<file path="src/common/ppi_pkg.sv">
/*
 Shared constants and carrier types for the power path and change-event register bank.
 Assumes a single 125 MHz clock domain and a plain byte-wide register port.
*/
package ppi_pkg;

	localparam int unsigned ADDR_W = 8;
	localparam int unsigned DATA_W = 8;

	localparam logic [7:0] ADDR_POWER_PATH = 8'h01;
	localparam logic [7:0] ADDR_IRQ        = 8'h02;
	localparam logic [7:0] RESET_POWER_PATH = 8'h3D;
	localparam logic [7:0] RESET_IRQ        = 8'h80;

	// Field positions in power_path_control
	localparam int unsigned POS_AC_SINK    = 7;
	localparam int unsigned POS_USB_SINK   = 6;
	localparam int unsigned POS_AC_PATH    = 5;
	localparam int unsigned POS_USB_PATH   = 4;
	localparam int unsigned POS_AC_LIM_HI  = 3;
	localparam int unsigned POS_AC_LIM_LO  = 2;
	localparam int unsigned POS_USB_LIM_HI = 1;
	localparam int unsigned POS_USB_LIM_LO = 0;

	// Field positions in interrupt_flags_and_masks
	localparam int unsigned POS_RSV_RW     = 7;
	localparam int unsigned POS_BTN_MASK   = 6;
	localparam int unsigned POS_AC_MASK    = 5;
	localparam int unsigned POS_USB_MASK   = 4;
	localparam int unsigned POS_RSV_RO     = 3;
	localparam int unsigned POS_BTN_FLAG   = 2;
	localparam int unsigned POS_AC_FLAG    = 1;
	localparam int unsigned POS_USB_FLAG   = 0;

	// Writable bits of the interrupt register: reserved bit 7 and the three masks
	localparam logic [7:0] IRQ_WR_MASK = 8'hF0;

	// Input-current limit settings in milliamps
	localparam logic [11:0] LIM_100  = 12'h064;
	localparam logic [11:0] LIM_500  = 12'h1F4;
	localparam logic [11:0] LIM_1300 = 12'h514;
	localparam logic [11:0] LIM_1800 = 12'h708;
	localparam logic [11:0] LIM_2500 = 12'h9C4;

	typedef struct packed {
		logic       ac_sink_ctl;
		logic       usb_sink_ctl;
		logic       ac_path_on;
		logic       usb_path_on;
		logic [1:0] ac_current_limit;
		logic [1:0] usb_current_limit;
	} ppi_path_s;

	typedef struct packed {
		logic ac_valid;
		logic usb_valid;
		logic ac_below_det;
		logic usb_below_det;
		logic button_input;
	} ppi_sense_s;

	typedef struct packed {
		logic        ac_sink_on;
		logic        usb_sink_on;
		logic        ac_path_on;
		logic        usb_path_on;
		logic [11:0] ac_limit_ma;
		logic [11:0] usb_limit_ma;
	} ppi_ctrl_s;

endpackage

</file>
<file path="src/rtl/ppi_sync.sv">
/*
 Two-flop synchroniser for a bus of asynchronous levels.
 Assumes inputs are quasi-static levels; no grouping between bits is kept.
*/
`timescale 1ns/1ps
module ppi_sync #(
	parameter int unsigned WIDTH = 1
) (
	input  wire logic             ref_clk, // System clock
	input  wire logic             rst_n,   // Asynchronous reset, active low
	input  wire logic [WIDTH-1:0] d,       // Asynchronous levels
	output logic      [WIDTH-1:0] q        // Synchronised levels
);

	logic [WIDTH-1:0] meta;

	// A zero-width bus leaves nothing to synchronise
	if (WIDTH < 1) begin : g_bad_width
		$error("synchroniser width must be at least one");
	end

	always_ff @(posedge ref_clk or negedge rst_n) begin
		if (!rst_n) begin
			meta <= '0;
			q    <= '0;
		end else begin
			meta <= d;
			q    <= meta;
		end
	end

endmodule

</file>
<file path="src/rtl/ppi_regs.sv">
/*
 Power path control and change-event register bank.
 Assumes a byte-wide register port on ref_clk: one-cycle rd_en/wr_en strobes,
 read data registered one cycle after rd_en. Supply sense inputs are asynchronous.
*/
`timescale 1ns/1ps
module ppi_regs
	import ppi_pkg::*;
(
	input  wire logic              ref_clk,     // 125 MHz system clock
	input  wire logic              rst_n,       // Asynchronous reset, active low
	input  wire logic [ADDR_W-1:0] addr,        // Register address
	input  wire logic              wr_en,       // Write strobe, one cycle
	input  wire logic [DATA_W-1:0] wr_data,     // Write data
	input  wire logic              rd_en,       // Read strobe, one cycle
	output logic      [DATA_W-1:0] rd_data,     // Read data, valid cycle after rd_en
	input  wire ppi_sense_s        sense,       // Asynchronous supply and button levels
	output ppi_ctrl_s              ctrl,        // Registered power path controls
	output logic                   irq          // Interrupt request, active high level
);

	//--------------------------------------------------------------
	// Elaboration checks
	//--------------------------------------------------------------
	// The path register is cast straight onto the path struct, and
	// both register offsets must be reachable on the address port
	if ($bits(ppi_path_s) != DATA_W || ADDR_W < 2) begin : g_bad_width
		$error("register port widths do not fit the register map");
	end

	//--------------------------------------------------------------
	// Input synchronisation
	//--------------------------------------------------------------
	ppi_sense_s sense_sync;
	ppi_sense_s sense_prev;

	ppi_sync #(
		.WIDTH ($bits(ppi_sense_s))
	) u_sync (
		.ref_clk (ref_clk),
		.rst_n   (rst_n),
		.d       (sense),
		.q       (sense_sync)
	);

	// Priming gates events only in the first cycle after reset; a nonzero first synchronised value still raises a change event
	logic primed;

	always_ff @(posedge ref_clk or negedge rst_n) begin
		if (!rst_n) begin
			sense_prev <= '0;
			primed     <= 1'b0;
		end else begin
			sense_prev <= sense_sync;
			primed     <= 1'b1;
		end
	end

	//--------------------------------------------------------------
	// Address decode
	//--------------------------------------------------------------
	wire sel_path = (addr == ADDR_POWER_PATH);
	wire sel_irq  = (addr == ADDR_IRQ);
	wire wr_path  = wr_en && sel_path;
	wire wr_irq   = wr_en && sel_irq;
	wire rd_irq   = rd_en && sel_irq;

	//--------------------------------------------------------------
	// Registers
	//--------------------------------------------------------------
	logic [7:0] path_reg;
	logic [3:0] irq_hi;
	logic [2:0] flags;

	always_ff @(posedge ref_clk or negedge rst_n) begin
		if (!rst_n) begin
			path_reg <= RESET_POWER_PATH;
		end else if (wr_path) begin
			path_reg <= wr_data;
		end
	end

	// Only bits 7:4 accept writes; flags and bit 3 ignore them
	always_ff @(posedge ref_clk or negedge rst_n) begin
		if (!rst_n) begin
			irq_hi <= RESET_IRQ[POS_RSV_RW:POS_USB_MASK];
		end else if (wr_irq) begin
			irq_hi <= wr_data[POS_RSV_RW:POS_USB_MASK];
		end
	end

	// Change events from the synchronised levels
	wire btn_evt = primed && (sense_sync.button_input != sense_prev.button_input);
	wire ac_evt  = primed && (sense_sync.ac_valid != sense_prev.ac_valid);
	wire usb_evt = primed && (sense_sync.usb_valid != sense_prev.usb_valid);
	wire [2:0] evt = {btn_evt, ac_evt, usb_evt};

	// A read clears flags, but an event in the same cycle survives the clear
	wire [2:0] next_flags = (rd_irq ? 3'h0 : flags) | evt;

	always_ff @(posedge ref_clk or negedge rst_n) begin
		if (!rst_n) begin
			flags <= 3'h0;
		end else begin
			flags <= next_flags;
		end
	end

	wire [7:0] irq_reg = {irq_hi, 1'b0, flags};

	//--------------------------------------------------------------
	// Read path
	//--------------------------------------------------------------
	wire [7:0] next_rd_data = sel_path ? path_reg :
	                          sel_irq  ? irq_reg  : 8'h00;

	always_ff @(posedge ref_clk or negedge rst_n) begin
		if (!rst_n) begin
			rd_data <= 8'h00;
		end else if (rd_en) begin
			rd_data <= next_rd_data;
		end
	end

	//--------------------------------------------------------------
	// Power path controls
	//--------------------------------------------------------------
	function automatic logic [11:0] lim_ma(input logic [1:0] code, input logic [11:0] top);
		unique case (code)
			2'h0: lim_ma = LIM_100;
			2'h1: lim_ma = LIM_500;
			2'h2: lim_ma = LIM_1300;
			2'h3: lim_ma = top;
		endcase
	endfunction

	ppi_path_s path;
	assign path = ppi_path_s'(path_reg);

	// Mixed sink settings act per bit; the host is expected to avoid them
	wire both_off   = path.ac_sink_ctl && path.usb_sink_ctl;
	wire ac_sink_c  = !path.ac_sink_ctl && sense_sync.usb_valid
	                  && sense_sync.ac_below_det && !both_off;
	wire usb_sink_c = !path.usb_sink_ctl && sense_sync.ac_valid
	                  && sense_sync.usb_below_det && !both_off;

	ppi_ctrl_s next_ctrl;
	assign next_ctrl.ac_sink_on   = ac_sink_c;
	assign next_ctrl.usb_sink_on  = usb_sink_c;
	assign next_ctrl.ac_path_on   = path.ac_path_on;
	assign next_ctrl.usb_path_on  = path.usb_path_on;
	assign next_ctrl.ac_limit_ma  = lim_ma(path.ac_current_limit, LIM_2500);
	assign next_ctrl.usb_limit_ma = lim_ma(path.usb_current_limit, LIM_1800);

	always_ff @(posedge ref_clk or negedge rst_n) begin
		if (!rst_n) begin
			ctrl <= '0;
		end else begin
			ctrl <= next_ctrl;
		end
	end

	//--------------------------------------------------------------
	// Interrupt output
	//--------------------------------------------------------------
	wire [2:0] masks = irq_reg[POS_BTN_MASK:POS_USB_MASK];
	assign irq = |(flags & ~masks);

	//--------------------------------------------------------------
	// Assertions
	//--------------------------------------------------------------
	// Checks on ctrl other than sinks_off_a and path_follow_a wait for primed: ctrl holds zeros until the first edge out of reset
	path_reset_a: assert property (@(posedge ref_clk)
		$rose(rst_n) |-> path_reg == RESET_POWER_PATH)
		else $error("power path register not at reset value");

	irq_reset_a: assert property (@(posedge ref_clk)
		$rose(rst_n) |-> irq_reg == RESET_IRQ)
		else $error("interrupt register not at reset value");

	sinks_off_a: assert property (@(posedge ref_clk) disable iff (!rst_n)
		(path_reg[POS_AC_SINK] && path_reg[POS_USB_SINK]) [*2]
		|-> !ctrl.ac_sink_on && !ctrl.usb_sink_on)
		else $error("current sink on while both sink bits set");

	ac_sink_a: assert property (@(posedge ref_clk) disable iff (!rst_n)
		primed |-> ctrl.ac_sink_on == $past(!path_reg[POS_AC_SINK]
		&& sense_sync.usb_valid && sense_sync.ac_below_det))
		else $error("adapter sink state wrong");

	usb_sink_a: assert property (@(posedge ref_clk) disable iff (!rst_n)
		primed |-> ctrl.usb_sink_on == $past(!path_reg[POS_USB_SINK]
		&& sense_sync.ac_valid && sense_sync.usb_below_det))
		else $error("usb sink state wrong");

	path_follow_a: assert property (@(posedge ref_clk) disable iff (!rst_n)
		wr_path |=> ##1 ctrl.ac_path_on == $past(wr_data[POS_AC_PATH], 2)
		&& ctrl.usb_path_on == $past(wr_data[POS_USB_PATH], 2))
		else $error("path enables do not follow register");

	ac_path_a: assert property (@(posedge ref_clk) disable iff (!rst_n)
		primed |-> ctrl.ac_path_on == $past(path_reg[POS_AC_PATH]))
		else $error("adapter path enable does not follow register");

	usb_path_a: assert property (@(posedge ref_clk) disable iff (!rst_n)
		primed |-> ctrl.usb_path_on == $past(path_reg[POS_USB_PATH]))
		else $error("usb path enable does not follow register");

	ac_lim_low_a: assert property (@(posedge ref_clk) disable iff (!rst_n)
		primed && path_reg[POS_AC_LIM_HI:POS_AC_LIM_LO] == 2'h0
		|=> ctrl.ac_limit_ma == LIM_100)
		else $error("adapter limit not 100 mA");

	ac_lim_mid_a: assert property (@(posedge ref_clk) disable iff (!rst_n)
		primed && path_reg[POS_AC_LIM_HI:POS_AC_LIM_LO] == 2'h1
		|=> ctrl.ac_limit_ma == LIM_500)
		else $error("adapter limit not 500 mA");

	ac_lim_high_a: assert property (@(posedge ref_clk) disable iff (!rst_n)
		primed && path_reg[POS_AC_LIM_HI:POS_AC_LIM_LO] == 2'h2
		|=> ctrl.ac_limit_ma == LIM_1300)
		else $error("adapter limit not 1300 mA");

	ac_limit_a: assert property (@(posedge ref_clk) disable iff (!rst_n)
		primed && path_reg[POS_AC_LIM_HI:POS_AC_LIM_LO] == 2'h3
		|=> ctrl.ac_limit_ma == LIM_2500)
		else $error("adapter limit not 2500 mA");

	usb_lim_low_a: assert property (@(posedge ref_clk) disable iff (!rst_n)
		primed && path_reg[POS_USB_LIM_HI:POS_USB_LIM_LO] == 2'h0
		|=> ctrl.usb_limit_ma == LIM_100)
		else $error("usb limit not 100 mA");

	usb_lim_mid_a: assert property (@(posedge ref_clk) disable iff (!rst_n)
		primed && path_reg[POS_USB_LIM_HI:POS_USB_LIM_LO] == 2'h1
		|=> ctrl.usb_limit_ma == LIM_500)
		else $error("usb limit not 500 mA");

	usb_lim_high_a: assert property (@(posedge ref_clk) disable iff (!rst_n)
		primed && path_reg[POS_USB_LIM_HI:POS_USB_LIM_LO] == 2'h2
		|=> ctrl.usb_limit_ma == LIM_1300)
		else $error("usb limit not 1300 mA");

	usb_limit_a: assert property (@(posedge ref_clk) disable iff (!rst_n)
		primed && path_reg[POS_USB_LIM_HI:POS_USB_LIM_LO] == 2'h3
		|=> ctrl.usb_limit_ma == LIM_1800)
		else $error("usb limit not 1800 mA");

	btn_flag_a: assert property (@(posedge ref_clk) disable iff (!rst_n)
		btn_evt |=> flags[POS_BTN_FLAG])
		else $error("button change not flagged");

	ac_flag_a: assert property (@(posedge ref_clk) disable iff (!rst_n)
		ac_evt |=> flags[POS_AC_FLAG])
		else $error("adapter change not flagged");

	usb_flag_a: assert property (@(posedge ref_clk) disable iff (!rst_n)
		usb_evt |=> flags[POS_USB_FLAG])
		else $error("usb change not flagged");

	flag_hold_a: assert property (@(posedge ref_clk) disable iff (!rst_n)
		flags[POS_AC_FLAG] && !rd_irq |=> flags[POS_AC_FLAG])
		else $error("adapter flag lost without read");

	read_clear_a: assert property (@(posedge ref_clk) disable iff (!rst_n)
		rd_irq && !usb_evt |=> !flags[POS_USB_FLAG])
		else $error("usb flag not cleared by read");

	btn_clear_a: assert property (@(posedge ref_clk) disable iff (!rst_n)
		rd_irq && !btn_evt |=> !flags[POS_BTN_FLAG])
		else $error("button flag not cleared by read");

	irq_mask_a: assert property (@(posedge ref_clk) disable iff (!rst_n)
		irq == ((irq_reg[POS_BTN_FLAG] && !irq_reg[POS_BTN_MASK])
		|| (irq_reg[POS_AC_FLAG] && !irq_reg[POS_AC_MASK])
		|| (irq_reg[POS_USB_FLAG] && !irq_reg[POS_USB_MASK])))
		else $error("interrupt does not follow flags and masks");

	path_write_a: assert property (@(posedge ref_clk) disable iff (!rst_n)
		wr_path |=> path_reg == $past(wr_data))
		else $error("power path write not stored");

	mask_write_a: assert property (@(posedge ref_clk) disable iff (!rst_n)
		wr_irq |=> irq_reg[POS_RSV_RW:POS_USB_MASK] == $past(wr_data[POS_RSV_RW:POS_USB_MASK]))
		else $error("mask write not stored");

	rsv_zero_a: assert property (@(posedge ref_clk) disable iff (!rst_n)
		!irq_reg[POS_RSV_RO])
		else $error("reserved read-only bit not zero");

	rd_path_a: assert property (@(posedge ref_clk) disable iff (!rst_n)
		rd_en && sel_path |=> rd_data == $past(path_reg))
		else $error("power path read data wrong");

	rd_irq_a: assert property (@(posedge ref_clk) disable iff (!rst_n)
		rd_irq |=> rd_data == $past(irq_reg))
		else $error("interrupt register read data wrong");

	ro_write_a: assert property (@(posedge ref_clk) disable iff (!rst_n)
		wr_irq && !rd_irq && flags == 3'h0 && evt == 3'h0
		|=> flags == 3'h0 && !irq_reg[POS_RSV_RO])
		else $error("write altered read-only bits");

endmodule

</file>
<file path="config.mk">
export PLATFORM = sky130hd
export DESIGN_NAME = ppi_regs
export DESIGN_NICKNAME = d
export VERILOG_FILES = /design/src/common/ppi_pkg.sv /design/src/rtl/ppi_sync.sv /design/src/rtl/ppi_regs.sv
export SDC_FILE = /design/constraint.sdc
export NUM_CORES = 1
export LEC_CHECK = 0
export BUFFER_PORTS_ARGS = -buffer_cell sky130_fd_sc_hd__buf_2
export CELL_PAD_IN_SITES_DETAIL_PLACEMENT = 1
export CELL_PAD_IN_SITES_GLOBAL_PLACEMENT = 1
export CORE_ASPECT_RATIO = 0.7
export CORE_MARGIN = 2
export CORE_UTILIZATION = 35
export CTS_CLUSTER_SIZE = 10
export DETAILED_ROUTE_END_ITERATION = 10
export PLACE_DENSITY_LB_ADDON = 0.1
export SYNTH_ARGS = -nofsm -noshare
export SYNTH_HDL_FRONTEND = slang
export SYNTH_SLANG_ARGS = --single-unit
</file>
<file path="constraint.sdc">
create_clock -name ref_clk -period 1.7 [get_ports ref_clk]
set_input_delay 0 -clock ref_clk [delete_from_list [all_inputs] [get_ports ref_clk]]
set_output_delay 0 -clock ref_clk [all_outputs]
set_load 0.1 [all_outputs]
</file>
Word-level counts from Yosys, hierarchy flattened
Cells that the tools add are included.

cells by class
  reduce and logical (&&, ||, !) cells = 19
  mux-type cells = 5
  bitwise operators = 3
  equality and inequality tests = 11

operators with widths
  kind                                            number
  one-hot mux 12 bit (4 select lines)             2
  2-to-1 mux 8 bit                                2
  logical AND 1 bit                               13
  == test 2 bit (second input constant)           4
  == test 8 x 1 -> 1 bit (second input constant)  1
  == test 8 x 2 -> 1 bit (second input constant)  1
  == test 2 x 1 -> 1 bit (second input constant)  2
  zero test 2 bit                                 2
  bitwise AND 3 bit                               1
  zero test 1 bit                                 3
  2-to-1 mux 3 bit                                1
  != test 1 bit                                   3
  inverter 3 bit                                  1
  bitwise OR 3 bit                                1
  OR reduction 3 bit                              1

word-level totals
  input bits = 25
  output and inout bits = 37
  register bits after elaboration = 65
  word-level logic and storage cells = 54

Depth between registers and ports, before layout
Gate-level depths: netlist of run 1.

  depth after elaboration = 4
  mapped depth = 4
  mapped depth without buffers = 3

By module
From an unflattened synthesis of run 1, not the netlist that was laid out.

second synthesis, totals
  cells, all modules = 145
  area total of the unflattened synthesis = 2103.3 µm²

modules (own cells, without submodules)
  module    cells each  area each (µm²)  sequential area each (µm²)  times used
  ppi_regs  135         1853.0           1133.6                      1
  ppi_sync  10          250.2            250.2                       1

Worst setup path before layout of run 1
Ideal clock, no wire load.

  path type = reg2out
  start = register flags[0]
  end = output irq
  path slack = -0.083 ns
  stages on the path, launching flop included = 3
  path buffers = 0
  required time = 1.700 ns
  arrival = 1.783 ns
  cell sequence = dfrtp_1 > inv_1 > o21bai_1

on the way
  cells in the longest elaborated chain, start to end = 2

RTL lines
  what                    RTL line         text
  from (decl)             ppi_regs.sv:73   logic [2:0] flags;
  from (signal assigned)  ppi_regs.sv:105  flags <= next_flags;
  bitwise AND 3 bit       ppi_regs.sv:167  assign irq = |(flags & ~masks);
  OR reduction 3 bit      ppi_regs.sv:167
  to (decl)               ppi_regs.sv:19   output logic irq

No other way between the ends.

Final worst setup path of run 1
  start = register flags[1]
  end = output irq

Same word-level chain as after synthesis.

==> results of run 1 <==
==> Yosys cell counts <==
| cell | number | area share, % |
|---|---|---|
| dfrtp_1 | 49 | 59 |
| inv_1 | 12 | 2.2 |
| mux2_2 | 12 | 6.5 |
| buf_4 | 10 | 3.6 |
| ha_1 | 10 | 6.0 |
| nor2b_1 | 9 | 2.7 |
| a221o_1 | 7 | 3.4 |
| dfstp_2 | 6 | 7.5 |
| or2_2 | 4 | 1.2 |
| nand2_1 | 3 | 0.54 |
| o21ai_0 | 3 | 0.72 |
| xor2_1 | 3 | 1.3 |
| and3b_1 | 2 | 0.84 |
| and4_2 | 2 | 0.96 |
| buf_2 | 2 | 0.48 |
| conb_1 | 2 | 0.36 |
| a22o_1 | 1 | 0.42 |
| nand4_1 | 1 | 0.30 |
| nand4_2 | 1 | 0.60 |
| nor2_1 | 1 | 0.18 |
| nor4_4 | 1 | 1.0 |
| o21bai_1 | 1 | 0.36 |
| o22ai_1 | 1 | 0.30 |
==> layout make-up <==
cell class | count | area (um^2) | area share [%]
sequential | 55 | 1380 | 52.4
multi-input combinational | 70 | 602 | 22.8
timing repair buffer | 69 | 418 | 15.8
clock buffer | 8 | 100 | 3.79
tap | 75 | 93.8 | 3.55
inverter | 12 | 45.0 | 1.70
==> per-layer routing <==
layer	part of all wire (%)	wire length, um
met5	0	0
met4	1.2	51
met3	5.9	240
met2	46	1880
met1	47	1920
==> worst max-delay path, delay by kind of cell, from the launching register on <==
family                 cells  cell delay (ns)
AOI/OAI and AO/OA          2             0.31
buffers and inverters      2             0.51
DFF                        1             0.36
==> report_power, final <==
part | switching (mW) | internal (mW)
Sequential | 0.0289 | 1.37
Clock | 0.391 | 0.372
Combinational | 0.353 | 0.0905
Total | 0.773 | 1.83
==> worst max-delay path by stage <==
stage                          start    endpoint
after CTS                   flags[1]         irq
after global routing        flags[1]         irq
final                       flags[1]         irq
after global placement       addr[3]     path[1]
after floorplan           rd_data[6]  rd_data[6]
after detailed placement     addr[3]     path[6]
==> metrics by stage <==
step,hold slack [ns],std cells
floorplan,-0.296,149
global placement,0.109,267
detailed placement,0.110,267
CTS,0.111,289
global route,0.132,289
finish,0.110,289
==> kinds of logic (layout without fill, tap and decap cells) <==
| kind of cell | after synthesis | count (layout) | synth area share, % |
|---|---|---|---|
| AOI/OAI and AO/OA | 13 | 13 | 5.15 |
| DFF | 55 | 55 | 66.2 |
| other | 2 | 8 | 0.359 |
| xor gates and xnor gates | 3 | 3 | 1.26 |
| muxes | 12 | 12 | 6.47 |
| and+or+nand+nor | 24 | 24 | 8.32 |
| buffers and inverters | 24 | 89 | 6.23 |
| adders and majority gates | 10 | 10 | 5.99 |
==> flow_metrics.tcl, run 1 <==
set metrics [dict create \
    status "finished clean" \
    seq_area_frac_synth_pct 66.2 \
    r2r_slack_ns 0.40 \
    min-delay-start "rd_en" \
    via_per_inst 4.43 \
    cts_tree "done" \
    r2r-start "path[0]" \
    largest_reg_flops 19 \
    dieArea_mm2 0.00661 \
    path_clk_slew_ns 0.09 \
    r2r_cells 3 \
    syn-cell-area_mm2 0.00209 \
    setup_viol 0 \
    overflow 0 \
    post-cts-setup-buffers 0 \
    cts_max_path_buffers 2 \
    rows 23 \
    use_met2_pct 21.8 \
    grt_usage_pct 13.8 \
    core-area_mm2 0.00576 \
    ant_nets 0 \
    pwr_density_cell_mw_per_mm2 985 \
    syn_area_per_cell_um2 14.6 \
    ys_seq_elements 55 \
    fp.dieW_um 96.4 \
    drt_pre_antenna_iters 4 \
    clock-root-buffer "clkbuf_8" \
    final_util_pct 45.9 \
    avgRoutedWirePerCell_um 14.2 \
    routabilityCongestion 0.731 \
    die_y_um 68.6 \
    relSlewSlack_pct 55.3 \
    period_share_pct 86.5 \
    htree_levels 2 \
    layout_common_cells "buf_2, dfrtp_1, dlygate4sd3_1" \
    cts_made_buffers 5 \
    final_area_mm2 0.00264 \
    min_path_cells 3 \
    worst-path-max-fanout 2 \
    max_cap_violations 0 \
    num_vias 1280 \
    vdd_ir_drop_max_mv 0.451 \
    rsz0062_at_grt "false" \
    drive_gt1_share_pct 41.6 \
    post_cts_resized 0 \
    max_freq_ghz 0.680 \
    finalNetCount 248 \
    end_kind "primary output" \
    grt_max_degree 56 \
    yosys_warnings 0 \
    hold_violations 0 \
    fin_setup_tns_ns 0 \
    start_util_pct 36.3 \
    syn-instance-count 143 \
    cpMaxStageDelayCell "buf_2" \
    layout_commonest_cell "buf_2" \
    dp_slack_ns 0.363 \
    slew_violations 0 \
    skew_ns 0.00753 \
    min_to "rd_data[3]" \
    portBuffers 54 \
    postPlaceCellArea_mm2 0.00240 \
    worst_ep_arrival_time_ns 1.47 \
    power.total_mw 2.60 \
    use_met3_pct 3.70 \
    clock_latency_ns 0.30 \
    crit_chain "inv_1 > o22ai_1 > o21bai_2 > buf_2" \
    cts_sinks 55 \
    leakagePower_nw 1.38 \
    use_met1_pct 18.3 \
    fillerInstances 623 \
    crit_path_start_kind "flip-flop" \
    cp_slowest_stage_delay_ns 0.44 \
    antenna_found_initial 0 \
    critPathRequiredTime_ns 1.70 \
    syn_to_final_growth_pct 26.5 \
    postCtsHoldBufs 14 \
    busiest_layer "met2" \
    synth_cell_types 23 \
    drc_errors 0 \
    fin_ws_ns 0.230 \
    drt_iter0_drc 26 \
    grt_pass1_wl_um 6580 \
    grt_pass1_vias 1327 \
    routed_wl_um 4090 \
    crit_type "flip-flop to primary output" \
    period_needed_ns 1.47 \
    hold_class "input port to flip-flop" \
    r2r_end "ctrl[10]" \
    io-pin-count 62 \
    dp_hpwl_um 2870 \
    max_slew.worst_pin.slew_ns 0.670 \
    n_antenna_cell 0 \
]
No activity file was read; power rests on OpenSTA's default activity.
==> run 2: changes to the inputs <==
- BUFFER_PORTS_ARGS: -buffer_cell sky130_fd_sc_hd__buf_2 -> -buffer_cell sky130_fd_sc_hd__clkbuf_2
- SKIP_CTS_REPAIR_TIMING: not set -> 1
==> run 2 against run 1 <==
Critical path depth is the same. Via count is 2.5% higher. Cell count is the same. Largest cell class unchanged. Non-clock buffer count did not move. Highest routed layer unchanged. Sequential share of layout area fell by 0.34 points. Die area stayed put. Clock power up 17%. Hold slack improved by 0.023 ns. Power up 5.0%. Clock skew decreased by 0.0018 ns. Critical endpoint unchanged. Global-route usage is 0.16 points lower. Fmax decreased by 1.5%.
==> flow_metrics.tcl, run 2 (same netlist as run 1, synthesis figures left out) <==
set metrics [dict create \
    status "finished clean" \
    setup_viol 0 \
    pwr_density_cell_mw_per_mm2 1030 \
    dp_cells 267 \
    leakagePower_nw 1.38 \
    num_vias 1312 \
    multiInputGateArea_um2 602 \
    worst_hold_slack_ns 0.132 \
    cts_tree "done" \
    path_clk_slew_ns 0.09 \
    grt_pass1_vias 1301 \
    start_util_pct 36.3 \
    period_share_pct 87.8 \
    skew_ns 0.00576 \
    io-pin-count 62 \
    dieArea_mm2 0.00661 \
    dp_hpwl_um 3000 \
    routabilityCongestion 0.744 \
    layout_common_cells "clkbuf_2, dfrtp_1, dlygate4sd3_1" \
    hold_class "input port to flip-flop" \
    max_slew.worst_pin.slew_ns 0.673 \
    fillerInstances 630 \
    finalNetCount 248 \
    postPlaceCellArea_mm2 0.00240 \
    ant_nets 0 \
    drt_iter0_drc 64 \
    htree_levels 2 \
    slew_violations 0 \
    fp.dieW_um 96.4 \
    hold_violations 0 \
    drive_gt1_share_pct 42.1 \
    clock-root-buffer "clkbuf_8" \
    drt_pre_antenna_iters 4 \
    grt_max_degree 56 \
    end_kind "primary output" \
    worst-path-max-fanout 2 \
    layout.cells.non_filler 289 \
    rsz0062_at_grt "false" \
    grt_pass1_wl_um 6520 \
    layout_commonest_cell "clkbuf_2" \
    critPathRequiredTime_ns 1.70 \
    via_per_inst 4.54 \
    max_freq_ghz 0.670 \
    crit_type "flip-flop to primary output" \
    grt_usage_pct 13.7 \
    portBuffers 54 \
    relSlewSlack_pct 55.1 \
    fin_setup_tns_ns 0 \
    clock_latency_ns 0.31 \
    antenna_found_initial 0 \
    overflow 0 \
    core-area_mm2 0.00576 \
    syn_to_final_growth_pct 27.3 \
    cts_made_buffers 5 \
    routed_wl_um 4220 \
    seq_area_mm2 0.00138 \
    cts_sinks 55 \
    cts_max_path_buffers 2 \
    die_y_um 68.6 \
    largest_reg_flops 19 \
    final_area_mm2 0.00266 \
    worst_ep_arrival_time_ns 1.49 \
    period_needed_ns 1.49 \
    drc_errors 0 \
    vdd_ir_drop_max_mv 0.405 \
    max_cap_violations 0 \
    crit_path_start_kind "flip-flop" \
    n_antenna_cell 0 \
    avgRoutedWirePerCell_um 14.6 \
    rows 23 \
]
==> run 2: cell count changes in the layout (fill, tap and decap cells not counted), sizes merged <==
cell and change:
buf -54, clkbuf +52, bufinv +1, clkinv +1
==> run 2: critical path, stage by stage (launching register included) <==
cell	delay, ns
dfrtp_1	0.36
inv_1	0.07
o22ai_1	0.15
o21bai_2	0.13
clkbuf_2	0.47
==> run 2: routing by layer <==
metal / part of all wire, % / GRT usage [%] / vias up
met1: 46 / 17.8 / 672
met3: 5.0 / 3.26 / 5
li1: - / - / 596
met5: 0 / 0 / -
met2: 48 / 22.5 / 39
met4: 1.2 / 5.28 / 0
==> run 2: layout make-up <==
type,instances,share of cell area (%)
Tap cell,75,3.53
Inverter,12,1.69
Sequential cell,55,52.0
Timing Repair Buffer,69,15.7
Multi-Input combinational cell,70,22.6
Clock inverter,2,1.32
Clock buffer,6,3.10
==> run 2: where the power goes <==
part	leakage, nW	internal [mW]	switching [mW]	total (mW)
registers	0.673	1.37	0.0297	1.40
logic	0.648	0.0900	0.356	0.446
clock network	0.0612	0.477	0.413	0.890
total	1.38	1.93	0.798	2.73
==> run 2: per-stage QoR <==
step	worst slack, ns	utilization [%]	power (mW)
6_report	0.208	46.2	2.73
4_1_cts	0.187	43.8	2.75
5_1_grt	0.124	46.2	2.86
3_5_place_dp	0.358	41.7	1.85
2_1_floorplan	0.340	-	1.75
3_3_place_gp	0.392	41.7	1.84
==> run 2: final timing paths <==
kind	end	slack, ns	start	cells past startpoint
min in group asynchronous	u_sync.meta[1]	0.36	rst_n	3
hold reg to reg	u_sync.q[4]	0.36	u_sync.meta[4]	0
setup / recovery	irq	0.21	flags[1]	4
hold / removal	rd_data[3]	0.13	rd_en	3
max in group asynchronous	ctrl[18]	0.90	rst_n	3
setup reg to reg	ctrl[10]	0.41	path[0]	3
==> run 3: changes to the inputs <==
- SETUP_SLACK_MARGIN: not set -> 0.5
==> run 3 against run 2 <==
Combinational power up 7.0%. Final area up 5.5%. Clock skew up 0.00099 ns. Hold slack worse by 0.0042 ns. Critical path depth down 1.
==> flow_metrics.tcl, run 3 (same netlist as run 1, synthesis figures left out) <==
set metrics [dict create \
    top_layer_used "met4" \
    cts_sinks 55 \
    drt_pre_antenna_iters 4 \
    relSlewSlack_pct 63.5 \
    leakagePower_nw 1.42 \
    via_per_inst 4.45 \
    rows 23 \
    wl_met2_um 2020 \
    crit_path_start_kind "flip-flop" \
    setup_viol 0 \
    ant_nets 0 \
    vdd_ir_drop_max_mv 0.406 \
    multiInputGateArea_um2 659 \
    drt_iter0_drc 39 \
    cp-endpoint "irq" \
    skew_ns 0.00675 \
    core-area_mm2 0.00576 \
    grt_pass1_wl_um 6420 \
    cts_made_buffers 5 \
    clock_latency_ns 0.30 \
    crit_chain "o22ai_1 > o21bai_4 > buf_12" \
    cts_max_path_buffers 2 \
    critPathBufInv 1 \
    antenna_found_initial 0 \
    grt_pass1_vias 1291 \
    clock-root-buffer "clkbuf_8" \
    final_area_mm2 0.00281 \
    drc_errors 0 \
    wl_met3_um 279 \
    period_share_pct 72.5 \
    path_clk_slew_ns 0.10 \
    start_util_pct 36.3 \
    num_vias 1331 \
    max_freq_ghz 0.812 \
    startpoint "irq_hi[1]" \
    wl_met1_um 1910 \
    portBuffers 54 \
    dp_hpwl_um 2900 \
    fillerInstances 620 \
    layout_commonest_cell "clkbuf_2" \
    grt_max_degree 56 \
    dieArea_mm2 0.00661 \
    end_kind "primary output" \
    slew_violations 0 \
    grt_usage_pct 13.4 \
    r2r_end "ctrl[10]" \
    n_antenna_cell 0 \
    crit_type "flip-flop to primary output" \
    cp_slowest_stage_delay_ns 0.42 \
    routabilityCongestion 0.706 \
    avgRoutedWirePerCell_um 14.2 \
    fin_setup_tns_ns 0 \
    r2r_slack_ns 0.52 \
    cts_tree "done" \
    die_y_um 68.6 \
    fp.dieW_um 96.4 \
    critPathRequiredTime_ns 1.70 \
    syn_to_final_growth_pct 34.3 \
    path_depth 3 \
    rsz0062_at_grt "true" \
    hold_class "input port to flip-flop" \
    max_cap_violations 0 \
    layout_common_cells "clkbuf_2, dfrtp_1, dlygate4sd3_1" \
    finalNetCount 258 \
    crit_family "flip-flops" \
    r2r_cells 3 \
    postPlaceCellArea_mm2 0.00243 \
    drive_gt1_share_pct 52.7 \
    period_needed_ns 1.23 \
    io-pin-count 62 \
    seq_area_mm2 0.00140 \
    pwr_density_cell_mw_per_mm2 912 \
    worst_ep_arrival_time_ns 1.23 \
    largest_reg_flops 19 \
    status "finished clean" \
    htree_levels 2 \
    routed_wl_um 4240 \
    hold_violations 0 \
    cpMaxStageDelayCell "dfrtp_1" \
    worst-path-max-fanout 3 \
    max_slew.worst_pin.slew_ns 0.550 \
    overflow 0 \
    r2r-start "path[0]" \
]
-- run 3: changes by cell type in the layout (fill, tap and decap cells not counted), moves of 3 or more --
cell,delta
buf_4,+9
ha_1,-4
or2_2,-4
dfrtp_1,-11
or2_4,+4
dfrtp_2,+11
ha_4,+3
inv_1,-3
-- run 3: power breakdown --
group          switching (mW)  leakage (nW)  internal [mW]
combinational           0.363         0.715          0.114
sequential             0.0300         0.656           1.37
clock                   0.402        0.0477          0.283
-- run 3: layer usage --
layer | GRT usage, % | up-vias
li1 | - | 617
met1 | 17.9 | 669
met2 | 20.1 | 41
met3 | 4.89 | 4
met4 | 4.75 | 0
met5 | 0 | -
-- run 3: tightest hold or removal path: cells and delay by family --
kind	cells	cell delay [ns]
buf+inv	2	0.28
compound gates	1	0.12
-- run 3: metrics by stage --
| step | util [%] | worst slack, ns | cells | total power [mW] | hold slack, ns |
|---|---|---|---|---|---|
| 3_3_place_gp | 42.2 | 0.418 | 267 | 1.84 | 0.0170 |
| 4_1_cts | 43.6 | 0.211 | 275 | 2.55 | -0.305 |
| 6_report | 48.7 | 0.468 | 299 | 2.56 | 0.128 |
| 5_1_grt | 48.7 | 0.395 | 299 | 2.70 | 0.175 |
| 2_1_floorplan | - | 0.499 | 149 | 1.75 | -0.296 |
| 3_5_place_dp | 42.2 | 0.367 | 267 | 1.85 | 0.0317 |
-- run 3: how the worst min path moves through the flow --
stage / startpoint / to / cells after the start
2_1_floorplan: rst_n / ctrl[10] / 0
3_3_place_gp: rst_n / u_sync.q[1] / 2
3_5_place_dp: rst_n / u_sync.q[4] / 2
4_1_cts: rst_n / ctrl[9] / 2
5_1_grt: rd_en / rd_data[3] / 3
6_report: rd_en / rd_data[3] / 3
-- run 3: final cells by class --
class                           count  area share (%)
Timing Repair Buffer               79            18.6
Inverter                           12            1.78
Multi-Input combinational cell     70            23.5
Tap cell                           75            3.35
Clock buffer                        5            2.45
Sequential cell                    55            49.8
Clock inverter                      3           0.535
